--- src/fpsc_pkg.sv ---
// Shared constants and types for the front panel scan controller.
// Assumes a single 50 MHz clock domain and a synchronous active-high reset.
package fpsc_pkg;

   // Clock and display geometry.
   localparam int CLK_HZ = 50_000_000;
   localparam int CATHODES = 24;
   localparam int ANODES = 20;
   localparam int IDX_W = 5;

   // Frame rate and the cycle count of one cathode step, rounded down.
   localparam int FRAME_HZ = 70;
   localparam int STEP_CYCLES = CLK_HZ / (FRAME_HZ * CATHODES);

   // Serial clock towards the drivers and switch registers.
   localparam int SCLK_HZ = 1_000_000;
   localparam int HALF_CYCLES = CLK_HZ / (2 * SCLK_HZ);

   // Switch snapshot period.
   localparam int SW_PERIOD_US = 10_000;
   localparam int SW_PERIOD_CYCLES = (CLK_HZ / 1_000_000) * SW_PERIOD_US;

   // Two cascaded 12-bit parallel-to-serial registers.
   localparam int SW_BITS = 24;

   // Snapshot bit positions; each rotary step direction pair takes 2 bits.
   localparam int SWB_ROT_LEFT_OUTER = 0;
   localparam int SWB_ROT_LEFT_INNER = 2;
   localparam int SWB_ROT_RIGHT_OUTER = 4;
   localparam int SWB_ROT_RIGHT_INNER = 6;
   localparam int SWB_PULL_LEFT = 8;
   localparam int SWB_PULL_RIGHT = 9;
   localparam int SWB_BUTTON0 = 10;
   localparam int SWB_VOL_PULL_COM = 14;
   localparam int SWB_VOL_PULL_NAV = 15;
   localparam int SWB_POWER = 16;

   // Buffering between the frame buffer writer and the frame memory.
   localparam int FIFO_DEPTH = 8;
   localparam int FIFO_W = IDX_W + ANODES;

   // Reset and limit values.
   localparam logic [7:0] MIN_INTENSITY = 8'h10;
   localparam logic [IDX_W-1:0] IDX_RESET = 5'h00;
   localparam logic [ANODES-1:0] ANODE_RESET = 20'h00000;
   localparam logic [SW_BITS-1:0] SW_RESET = 24'h000000;

   typedef enum logic [2:0]
   {
      DS_WAIT,
      DS_FETCH,
      DS_ANODE,
      DS_LATCH,
      DS_CATHODE
   } fpsc_disp_state_t;

   typedef enum logic [1:0]
   {
      SW_IDLE,
      SW_LOAD,
      SW_SHIFT
   } fpsc_sw_state_t;

   // One-hot cathode select word for a cathode index.
   function automatic logic [CATHODES-1:0] cathode_select
   (
      input logic [IDX_W-1:0] idx
   );
      logic [CATHODES-1:0] word;
      word = '0;
      word[idx] = 1'b1;
      return word;
   endfunction : cathode_select

endpackage : fpsc_pkg

--- src/fpsc_front_panel_scan_controller.sv ---
// Front panel scan controller: refreshes a multiplexed gas discharge
// display one cathode at a time and snapshots the panel switches.
// Assumes anode/cathode driver chips and two cascaded parallel-to-serial
// switch registers outside; frame data arrives from logic on clk.
//
// Notes on behaviour
// - Display has 24 cathode buses by 20 anode buses; one pair per segment.
// - Scan cathodes one at a time, driving that cathode's anode pattern.
// - Each step sends anode data and latches it before cathode data.
// - After the anode latch, shift cathode stream, then toggle display enable.
// - Repeat the sequence for all 24 cathodes to make one frame.
// - Pace the steps for about 70 frames per second.
// - Periodically capture all panel switches into two cascaded shift registers.
// - After each capture, shift the switch bits serially into the controller.
// - Snapshot covers two dual encoders, pulls, four buttons, volumes, power.
// - Display drive intensity follows the digitised ambient light level.
`timescale 1ns/100ps
module fpsc_front_panel_scan_controller
   import fpsc_pkg::*;
#(
   parameter int STEP_CYCLES_P = fpsc_pkg::STEP_CYCLES,
   parameter int SW_PERIOD_P = fpsc_pkg::SW_PERIOD_CYCLES,
   parameter int HALF_P = fpsc_pkg::HALF_CYCLES
)
(
   // Clock and reset.
   input wire logic clk,
   input wire logic sys_rst,
   // Frame buffer row updates.
   input wire logic rowValid,
   output logic rowReady,
   input wire logic [fpsc_pkg::IDX_W-1:0] rowIndex,
   input wire logic [fpsc_pkg::ANODES-1:0] rowAnodes,
   // Digitised ambient light level.
   input wire logic [7:0] ambientLevel,
   // Anode driver.
   output logic anodeClk,
   output logic anodeData,
   output logic anodeLatch,
   // Cathode driver.
   output logic cathodeClk,
   output logic cathodeData,
   output logic displayEnable,
   // Display drive intensity.
   output logic intensityPwm,
   // Switch shift registers.
   output logic swLoadN,
   output logic swClk,
   input wire logic swSerialIn,
   // Switch snapshot and frame status.
   output logic [fpsc_pkg::SW_BITS-1:0] swSnapshot,
   output logic swValid,
   output logic frameDone
);
   import fpsc_pkg::*;

   localparam int SEQ_CYCLES = (ANODES + CATHODES + 2) * 2 * HALF_P + 8;
   localparam int SW_SEQ_CYCLES = (SW_BITS + 2) * 2 * HALF_P + 8;
   localparam int HW = $clog2(HALF_P + 1);
   localparam int STW = $clog2(STEP_CYCLES_P + 1);
   localparam int SPW = $clog2(SW_PERIOD_P + 1);

   if (HALF_P < 3) begin : g_bad_half
      $error("fpsc: HALF_P must be at least 3 for the input synchroniser");
   end
   if (STEP_CYCLES_P < SEQ_CYCLES) begin : g_bad_step
      $error("fpsc: STEP_CYCLES_P too short for one cathode sequence");
   end
   if (SW_PERIOD_P < SW_SEQ_CYCLES) begin : g_bad_swp
      $error("fpsc: SW_PERIOD_P too short for one switch readout");
   end

   fpsc_disp_state_t dispState;
   fpsc_sw_state_t swState;

   logic [HW-1:0] halfCnt;
   logic tick;
   logic [STW-1:0] stepCnt;
   logic stepTick;
   logic [SPW-1:0] swCnt;
   logic swTick;

   logic [ANODES-1:0] frameMem [0:CATHODES-1];
   logic [IDX_W-1:0] cathIdx;

   logic fifoOutValid;
   logic fifoOutReady;
   logic [FIFO_W-1:0] fifoOutData;
   logic [IDX_W-1:0] drainIdx;

   logic anStart;
   logic anDone;
   logic cathStart;
   logic cathDone;
   logic swStart;
   logic swDone;
   logic [SW_BITS-1:0] swRxWord;
   logic swInMeta;
   logic swInSync;

   logic [7:0] pwmCnt;
   logic [7:0] driveLevel;

   // Pacing dividers.
   always_ff @(posedge clk)
   begin
      if (sys_rst || halfCnt == HW'(HALF_P - 1))
      begin
         halfCnt <= '0;
      end
      else
      begin
         halfCnt <= halfCnt + 1'b1;
      end
   end
   assign tick = (halfCnt == HW'(HALF_P - 1));

   // One step per cathode, 24 steps per frame, for about 70 frames/s.
   always_ff @(posedge clk)
   begin
      if (sys_rst || stepTick)
      begin
         stepCnt <= '0;
      end
      else
      begin
         stepCnt <= stepCnt + 1'b1;
      end
   end
   assign stepTick = (stepCnt == STW'(STEP_CYCLES_P - 1));

   always_ff @(posedge clk)
   begin
      if (sys_rst || swTick)
      begin
         swCnt <= '0;
      end
      else
      begin
         swCnt <= swCnt + 1'b1;
      end
   end
   assign swTick = (swCnt == SPW'(SW_PERIOD_P - 1));

   // Row updates pass through the FIFO; the drain stalls while the scan
   // reads the frame memory so the read never sees a half-written row.
   fpsc_fifo #(
      .WIDTH(FIFO_W),
      .DEPTH(FIFO_DEPTH)
   ) u_fifo (
      .clk(clk),
      .sys_rst(sys_rst),
      .inValid(rowValid),
      .inReady(rowReady),
      .inData({rowIndex, rowAnodes}),
      .outValid(fifoOutValid),
      .outReady(fifoOutReady),
      .outData(fifoOutData)
   );

   assign fifoOutReady = (dispState != DS_FETCH);
   assign drainIdx = fifoOutData[FIFO_W-1:ANODES];

   // Rows addressed past the last cathode are dropped.
   always_ff @(posedge clk)
   begin
      if (sys_rst)
      begin
         for (int i = 0; i < CATHODES; i++)
         begin
            frameMem[i] <= ANODE_RESET;
         end
      end
      else if (fifoOutValid && fifoOutReady &&
               drainIdx < IDX_W'(CATHODES))
      begin
         frameMem[drainIdx] <= fifoOutData[ANODES-1:0];
      end
   end

   // Display step sequencer.
   always_ff @(posedge clk)
   begin
      if (sys_rst)
      begin
         dispState <= DS_WAIT;
         anodeLatch <= 1'b0;
         displayEnable <= 1'b0;
      end
      else
      begin
         case (dispState)
            DS_WAIT:
            begin
               if (stepTick)
               begin
                  dispState <= DS_FETCH;
               end
            end
            DS_FETCH:
            begin
               dispState <= DS_ANODE;
            end
            DS_ANODE:
            begin
               if (anDone)
               begin
                  anodeLatch <= 1'b1;
                  dispState <= DS_LATCH;
               end
            end
            DS_LATCH:
            begin
               if (tick)
               begin
                  anodeLatch <= 1'b0;
                  dispState <= DS_CATHODE;
               end
            end
            DS_CATHODE:
            begin
               if (cathDone)
               begin
                  displayEnable <= ~displayEnable;
                  dispState <= DS_WAIT;
               end
            end
            default:
            begin
               dispState <= DS_WAIT;
            end
         endcase
      end
   end

   // Cathode index walks all cathodes, then marks the end of a frame.
   always_ff @(posedge clk)
   begin
      if (sys_rst)
      begin
         cathIdx <= IDX_RESET;
         frameDone <= 1'b0;
      end
      else
      begin
         frameDone <= 1'b0;
         if (dispState == DS_CATHODE && cathDone)
         begin
            if (cathIdx == IDX_W'(CATHODES - 1))
            begin
               cathIdx <= IDX_RESET;
               frameDone <= 1'b1;
            end
            else
            begin
               cathIdx <= cathIdx + 1'b1;
            end
         end
      end
   end

   assign anStart = (dispState == DS_FETCH);
   assign cathStart = (dispState == DS_LATCH) && tick;

   fpsc_serial_shift #(
      .WIDTH(ANODES)
   ) u_anode_shift (
      .clk(clk),
      .sys_rst(sys_rst),
      .tick(tick),
      .start(anStart),
      .txWord(frameMem[cathIdx]),
      .busy(),
      .done(anDone),
      .rxWord(),
      .sclk(anodeClk),
      .sdo(anodeData),
      .sdi(1'b0)
   );

   fpsc_serial_shift #(
      .WIDTH(CATHODES)
   ) u_cathode_shift (
      .clk(clk),
      .sys_rst(sys_rst),
      .tick(tick),
      .start(cathStart),
      .txWord(cathode_select(cathIdx)),
      .busy(),
      .done(cathDone),
      .rxWord(),
      .sclk(cathodeClk),
      .sdo(cathodeData),
      .sdi(1'b0)
   );

   // The switch serial line comes from off-chip.
   always_ff @(posedge clk)
   begin
      if (sys_rst)
      begin
         swInMeta <= 1'b0;
         swInSync <= 1'b0;
      end
      else
      begin
         swInMeta <= swSerialIn;
         swInSync <= swInMeta;
      end
   end

   // Switch snapshot: one load pulse lasting until the next tick (at most a half serial period), then shift.
   // A capture request while a readout runs is skipped, not queued.
   always_ff @(posedge clk)
   begin
      if (sys_rst)
      begin
         swState <= SW_IDLE;
         swLoadN <= 1'b1;
         swSnapshot <= SW_RESET;
         swValid <= 1'b0;
      end
      else
      begin
         swValid <= 1'b0;
         case (swState)
            SW_IDLE:
            begin
               if (swTick)
               begin
                  swLoadN <= 1'b0;
                  swState <= SW_LOAD;
               end
            end
            SW_LOAD:
            begin
               if (tick)
               begin
                  swLoadN <= 1'b1;
                  swState <= SW_SHIFT;
               end
            end
            SW_SHIFT:
            begin
               if (swDone)
               begin
                  swSnapshot <= swRxWord;
                  swValid <= 1'b1;
                  swState <= SW_IDLE;
               end
            end
            default:
            begin
               swState <= SW_IDLE;
            end
         endcase
      end
   end

   assign swStart = (swState == SW_LOAD) && tick;

   fpsc_serial_shift #(
      .WIDTH(SW_BITS)
   ) u_switch_shift (
      .clk(clk),
      .sys_rst(sys_rst),
      .tick(tick),
      .start(swStart),
      .txWord(SW_RESET),
      .busy(),
      .done(swDone),
      .rxWord(swRxWord),
      .sclk(swClk),
      .sdo(),
      .sdi(swInSync)
   );

   // Intensity PWM follows ambient light, with a floor so the display
   // never goes fully dark in a dim cockpit.
   assign driveLevel = (ambientLevel < MIN_INTENSITY) ? MIN_INTENSITY :
                       ambientLevel;

   always_ff @(posedge clk)
   begin
      if (sys_rst)
      begin
         pwmCnt <= 8'h00;
         intensityPwm <= 1'b0;
      end
      else
      begin
         pwmCnt <= pwmCnt + 1'b1;
         intensityPwm <= (pwmCnt < driveLevel);
      end
   end

endmodule : fpsc_front_panel_scan_controller

--- src/fpsc_fifo.sv ---
// Synchronous FIFO with valid/ready on both sides.
// Assumes one clock and synchronous active-high reset; depth a power of two.
`timescale 1ns/100ps
module fpsc_fifo #(
   parameter int WIDTH = 25,
   parameter int DEPTH = 8
)
(
   // Clock and reset.
   input wire logic clk,
   input wire logic sys_rst,
   // Filling side.
   input wire logic inValid,
   output logic inReady,
   input wire logic [WIDTH-1:0] inData,
   // Draining side.
   output logic outValid,
   input wire logic outReady,
   output logic [WIDTH-1:0] outData
);
   localparam int AW = $clog2(DEPTH);

   logic [WIDTH-1:0] mem [0:DEPTH-1];
   logic [AW-1:0] wrPtr;
   logic [AW-1:0] rdPtr;
   logic [AW:0] count;
   logic push;
   logic pop;

   if (DEPTH < 2 || (1 << AW) != DEPTH) begin : g_bad_depth
      $error("fpsc_fifo: DEPTH must be a power of two, at least 2");
   end

   assign inReady = (count != (AW+1)'(DEPTH));
   assign outValid = (count != '0);
   assign outData = mem[rdPtr];
   assign push = inValid && inReady;
   assign pop = outValid && outReady;

   always_ff @(posedge clk)
   begin
      if (push)
      begin
         mem[wrPtr] <= inData;
      end
   end

   always_ff @(posedge clk)
   begin
      if (sys_rst)
      begin
         wrPtr <= '0;
         rdPtr <= '0;
         count <= '0;
      end
      else
      begin
         if (push)
         begin
            wrPtr <= wrPtr + 1'b1;
         end
         if (pop)
         begin
            rdPtr <= rdPtr + 1'b1;
         end
         if (push && !pop)
         begin
            count <= count + 1'b1;
         end
         else if (pop && !push)
         begin
            count <= count - 1'b1;
         end
      end
   end

endmodule : fpsc_fifo

--- src/fpsc_serial_shift.sv ---
// Serial shifter: sends a word MSB first and gathers a word from sdi.
// Assumes tick is a one-cycle pulse per half serial clock period and that
// sdi is already synchronised to clk.
`timescale 1ns/100ps
module fpsc_serial_shift #(
   parameter int WIDTH = 20
)
(
   // Clock, reset and pacing.
   input wire logic clk,
   input wire logic sys_rst,
   input wire logic tick,
   // Word request.
   input wire logic start,
   input wire logic [WIDTH-1:0] txWord,
   output logic busy,
   output logic done,
   output logic [WIDTH-1:0] rxWord,
   // Serial pins.
   output logic sclk,
   output logic sdo,
   input wire logic sdi
);
   localparam int CW = $clog2(WIDTH + 1);

   logic [WIDTH-1:0] shreg;
   logic [CW-1:0] bitsLeft;
   logic sampled;

   if (WIDTH < 2) begin : g_bad_width
      $error("fpsc_serial_shift: WIDTH must be at least 2");
   end

   // Data changes while sclk is low; the far side samples on the rise.
   // The incoming bit is taken at the rise too, because parallel-load
   // registers move their next bit out on that same edge.
   always_ff @(posedge clk)
   begin
      if (sys_rst)
      begin
         busy <= 1'b0;
         done <= 1'b0;
         sclk <= 1'b0;
         sdo <= 1'b0;
         sampled <= 1'b0;
         shreg <= '0;
         bitsLeft <= '0;
         rxWord <= '0;
      end
      else
      begin
         done <= 1'b0;
         if (!busy && start)
         begin
            busy <= 1'b1;
            shreg <= txWord;
            sdo <= txWord[WIDTH-1];
            bitsLeft <= CW'(WIDTH);
            sclk <= 1'b0;
         end
         else if (busy && tick)
         begin
            if (!sclk)
            begin
               sclk <= 1'b1;
               sampled <= sdi;
            end
            else
            begin
               sclk <= 1'b0;
               shreg <= {shreg[WIDTH-2:0], sampled};
               sdo <= shreg[WIDTH-2];
               bitsLeft <= bitsLeft - 1'b1;
               if (bitsLeft == CW'(1))
               begin
                  busy <= 1'b0;
                  done <= 1'b1;
                  sdo <= 1'b0;
                  rxWord <= {shreg[WIDTH-2:0], sampled};
               end
            end
         end
      end
   end

endmodule : fpsc_serial_shift

--- config.mk ---
export PLATFORM = sky130hd
export DESIGN_NAME = fpsc_front_panel_scan_controller
export DESIGN_NICKNAME = d
export VERILOG_FILES = /design/src/fpsc_pkg.sv /design/src/fpsc_front_panel_scan_controller.sv /design/src/fpsc_fifo.sv /design/src/fpsc_serial_shift.sv
export SDC_FILE = /design/constraint.sdc
export NUM_CORES = 1
export LEC_CHECK = 0
export CAP_MARGIN = 25
export CORE_MARGIN = 1.5
export CORE_UTILIZATION = 50
export DETAILED_ROUTE_END_ITERATION = 10
export DONT_BUFFER_PORTS = 1
export GPL_ROUTABILITY_DRIVEN = 1
export PLACE_DENSITY = 0.79
export SLEW_MARGIN = 30
export SYNTH_ARGS = -nofsm -noshare
export SYNTH_HDL_FRONTEND = slang
export SYNTH_SLANG_ARGS = --single-unit
--- constraint.sdc ---
create_clock -name clk -period 3.3 [get_ports clk]
set_input_delay 0.165 -clock clk [delete_from_list [all_inputs] [get_ports clk]]
set_output_delay 0.165 -clock clk [all_outputs]
set_load 0.02 [all_outputs]
==> results_dict.tcl <==
set metrics [dict create \
    syn_to_final_growth_pct 14.8 \
    worst-path-max-fanout 34 \
    post-cts-setup-buffers 0 \
    ios 73 \
    fin_crit_ns 2.84 \
    cp_cell_sequence "buf_12, nand2_1, buf_4, o22ai_1, a221oi_1, o221ai_1, o22ai_1" \
    cts_max_path_buffers 3 \
    synth-simple-area-share 0.0999 \
    arrival_ns 3.45 \
    rsz0062_at_grt "no" \
    syn_avg_cell_area_sq_um 14.1 \
    grt_pass1_wl_mm 170 \
    drt-pass1-iter-count 6 \
    worstSetupPathType "register to register" \
    cts.clk_slew.worst_paths_ns 0.06 \
    grt_pass1_vias 27700 \
    yosysWarnings 0 \
    synth_compound_area_frac 0.0502 \
    slowest_stage "a221oi_1" \
    synth_common_cells "edfxtp_1, nor2_1, nand2_1, dfxtp_1, mux4_2" \
    crit_path_end_kind "register" \
    antenna_found_initial 0 \
    drive_gt1_frac 0.174 \
    hp-class "input port to register" \
    finalHoldViolations 0 \
    max_freq_mhz 352 \
    ir_drop_mv 0.799 \
    hold_buffers 34 \
    yosys.area.top_type "edfxtp_1" \
    row_count 108 \
    drc 0 \
    place.gp.congestion 0.903 \
    yosys.cell_types.count 67 \
    grt_use_total 0.257 \
    final_core_util 0.578 \
    finClkSkew_ns 0.0393 \
    cts-root-buf "clkbuf_16" \
    num-nets-final 3398 \
    syn_area_sq_um 43600 \
    fin_setup_tns_ns 0 \
    syn_inst 3092 \
    ys_top_cells_by_area "edfxtp_1, dfxtp_1, mux4_2" \
    slowest_delay_ns 0.76 \
    avgViaCountPerCell 6.03 \
    htree_levels 3 \
    cts.sinks 1063 \
    dieWidth_microns 298 \
    start_util 0.503 \
    antenna_cells 0 \
    vias 27600 \
    slew_viol_final 0 \
    finalCritPeriodShare 0.862 \
    die-area_sq_um 89000 \
    synthFlopType "edfxtp_1" \
    leakagePower_uw 0.0168 \
    drt_wl_total_mm 115 \
    wl_per_cell_microns 25.1 \
    maxCapViolations 0 \
    io_buffers 0 \
    drt_iter0_drc 3174 \
    p_per_area_nw_per_um2 693 \
    dpl.hpwl_mm 69.2 \
    synth.area.mux_share 0.128 \
    synth_xor_area_frac 0.0113 \
    ant_nets 0 \
    slew_headroom 0.335 \
    worst_slew_pin_slew_ns 0.972 \
    synth_edf_count 840 \
    grt-ovfl-total 0 \
    cp.required_ns 3.91 \
    numCtsBuffers 100 \
    ys_ff_latch 1063 \
    clk_latency_ns 0.69 \
    die_h_microns 298 \
    yosys.area_share.adder 0.00850 \
    cts_tree "done" \
    synth_top_family_by_area "multiplexers" \
    cpMostUsedCell "o22ai_1" \
    hold_start "sys_rst" \
    cts_resized 0 \
    yosysMostFrequentCell "edfxtp_1" \
    finalSetupViolCount 0 \
    grt_max_degree 118 \
    start_kind "register" \
    ys_seq_area_frac 0.681 \
    synthArstFlopShare 0 \
    yosysTopAreaCellShare 0.579 \
    status "finished clean" \
    core_area_sq_um 86600 \
]
==> final timing paths <==
| check | endpoint | slack (ns) | cells after the start |
|---|---|---|---|
| worst min-delay path | stepCnt[1]$_SDFF_PP0_ | 0.07 | 2 |
| worst max-delay path | u_anode_shift.shreg[4]$_SDFFE_PP0P_ | 0.46 | 7 |
| worst max register to register | u_anode_shift.shreg[4]$_SDFFE_PP0P_ | 0.46 | 7 |
| worst min register to register | u_cathode_shift.shreg[6]$_SDFFE_PP0P_ | 0.45 | 2 |
==> worst max-delay path: cells and delay by family, from the launching register on <==
family          cells  cell delay, ns
compound gates      4            1.40
buf+inv             2            0.60
flops               1            0.42
simple gates        1            0.33
==> logic make-up after synthesis <==
| logic type | count (synthesis) |
|---|---|
| flip-flops | 1063 |
| AND/OR/NAND/NOR | 1045 |
| multiplexers | 356 |
| AO/OA/AOI/OAI | 314 |
| buffers and inverters | 228 |
| XOR/XNOR | 56 |
| adder cells (fa/ha/maj) | 29 |
| other | 1 |
==> through the flow <==
| stage | total power (uW) | area (sq um) | worst slack (ns) | hold slack, ns | std cells |
|---|---|---|---|---|---|
| after floorplan | 20400 | 44200 | 0.0335 | 0.264 | 3251 |
| after global placement | 22800 | 46400 | 0.574 | 0.245 | 4351 |
| after CTS | 34600 | 50000 | 0.480 | 0.0233 | 4574 |
| after global routing | 35600 | 50000 | 0.292 | 0.0705 | 4574 |
| final | 34600 | 50000 | 0.457 | 0.0692 | 4574 |
| after detailed placement | 23000 | 46400 | 0.499 | 0.247 | 4351 |
==> cells in the final DEF (no fill, tap or decap), drive strengths merged, types with 49 or more instances in the layout <==
| cell type | Yosys | routed |
|---|---|---|
| dfxtp | 223 | 223 |
| nand2 | 275 | 275 |
| buf | 62 | 146 |
| mux2i | 115 | 115 |
| mux2 | 89 | 89 |
| clkbuf | 137 | 133 |
| a21oi | 90 | 90 |
| edfxtp | 840 | 840 |
| mux4 | 152 | 152 |
| o22ai | 49 | 49 |
| conb | 1 | 160 |
| nor2 | 598 | 598 |
==> layer usage <==
layer / global-route usage / vias to the layer above / wire (microns)
met2: 0.420 / 1821 / 54800
met3: 0.0550 / 386 / 12900
met4: 0.153 / 0 / 7340
met5: 0 / - / 0
li1: - / 11800 / -
met1: 0.316 / 13600 / 39700
==> state kept, by name, summed over array words and instances (netlist names), 2 cells and up, named ones only <==
signal                    flops
frameMem                    640
u_fifo.mem                  200
swSnapshot                   24
u_switch_shift.rxWord        24
u_cathode_shift.shreg        23
u_switch_shift.shreg         23
swCnt                        19
u_anode_shift.shreg          19
stepCnt                      15
pwmCnt                        8
cathIdx                       5
halfCnt                       5
u_anode_shift.bitsLeft        5
u_cathode_shift.bitsLeft      5
u_switch_shift.bitsLeft       5
u_fifo.count                  4
dispState                     3
u_fifo.rdPtr                  3
u_fifo.wrPtr                  3
swState                       2
==> layout make-up <==
class,count,area [sq um]
clock buffers,133,2780
clock inverters,56,515
fillers,6381,36600
inverters,29,109
multi-input cells,1960,13700
flip-flops and latches,1063,29700
well taps,1155,1450
repair buffers,178,1820
==> where the power goes <==
part	internal, uW	switching, uW
registers	16200	467
logic	1900	4510
clock network	6440	5080
Note: power is estimated with default switching activity, not from simulation.
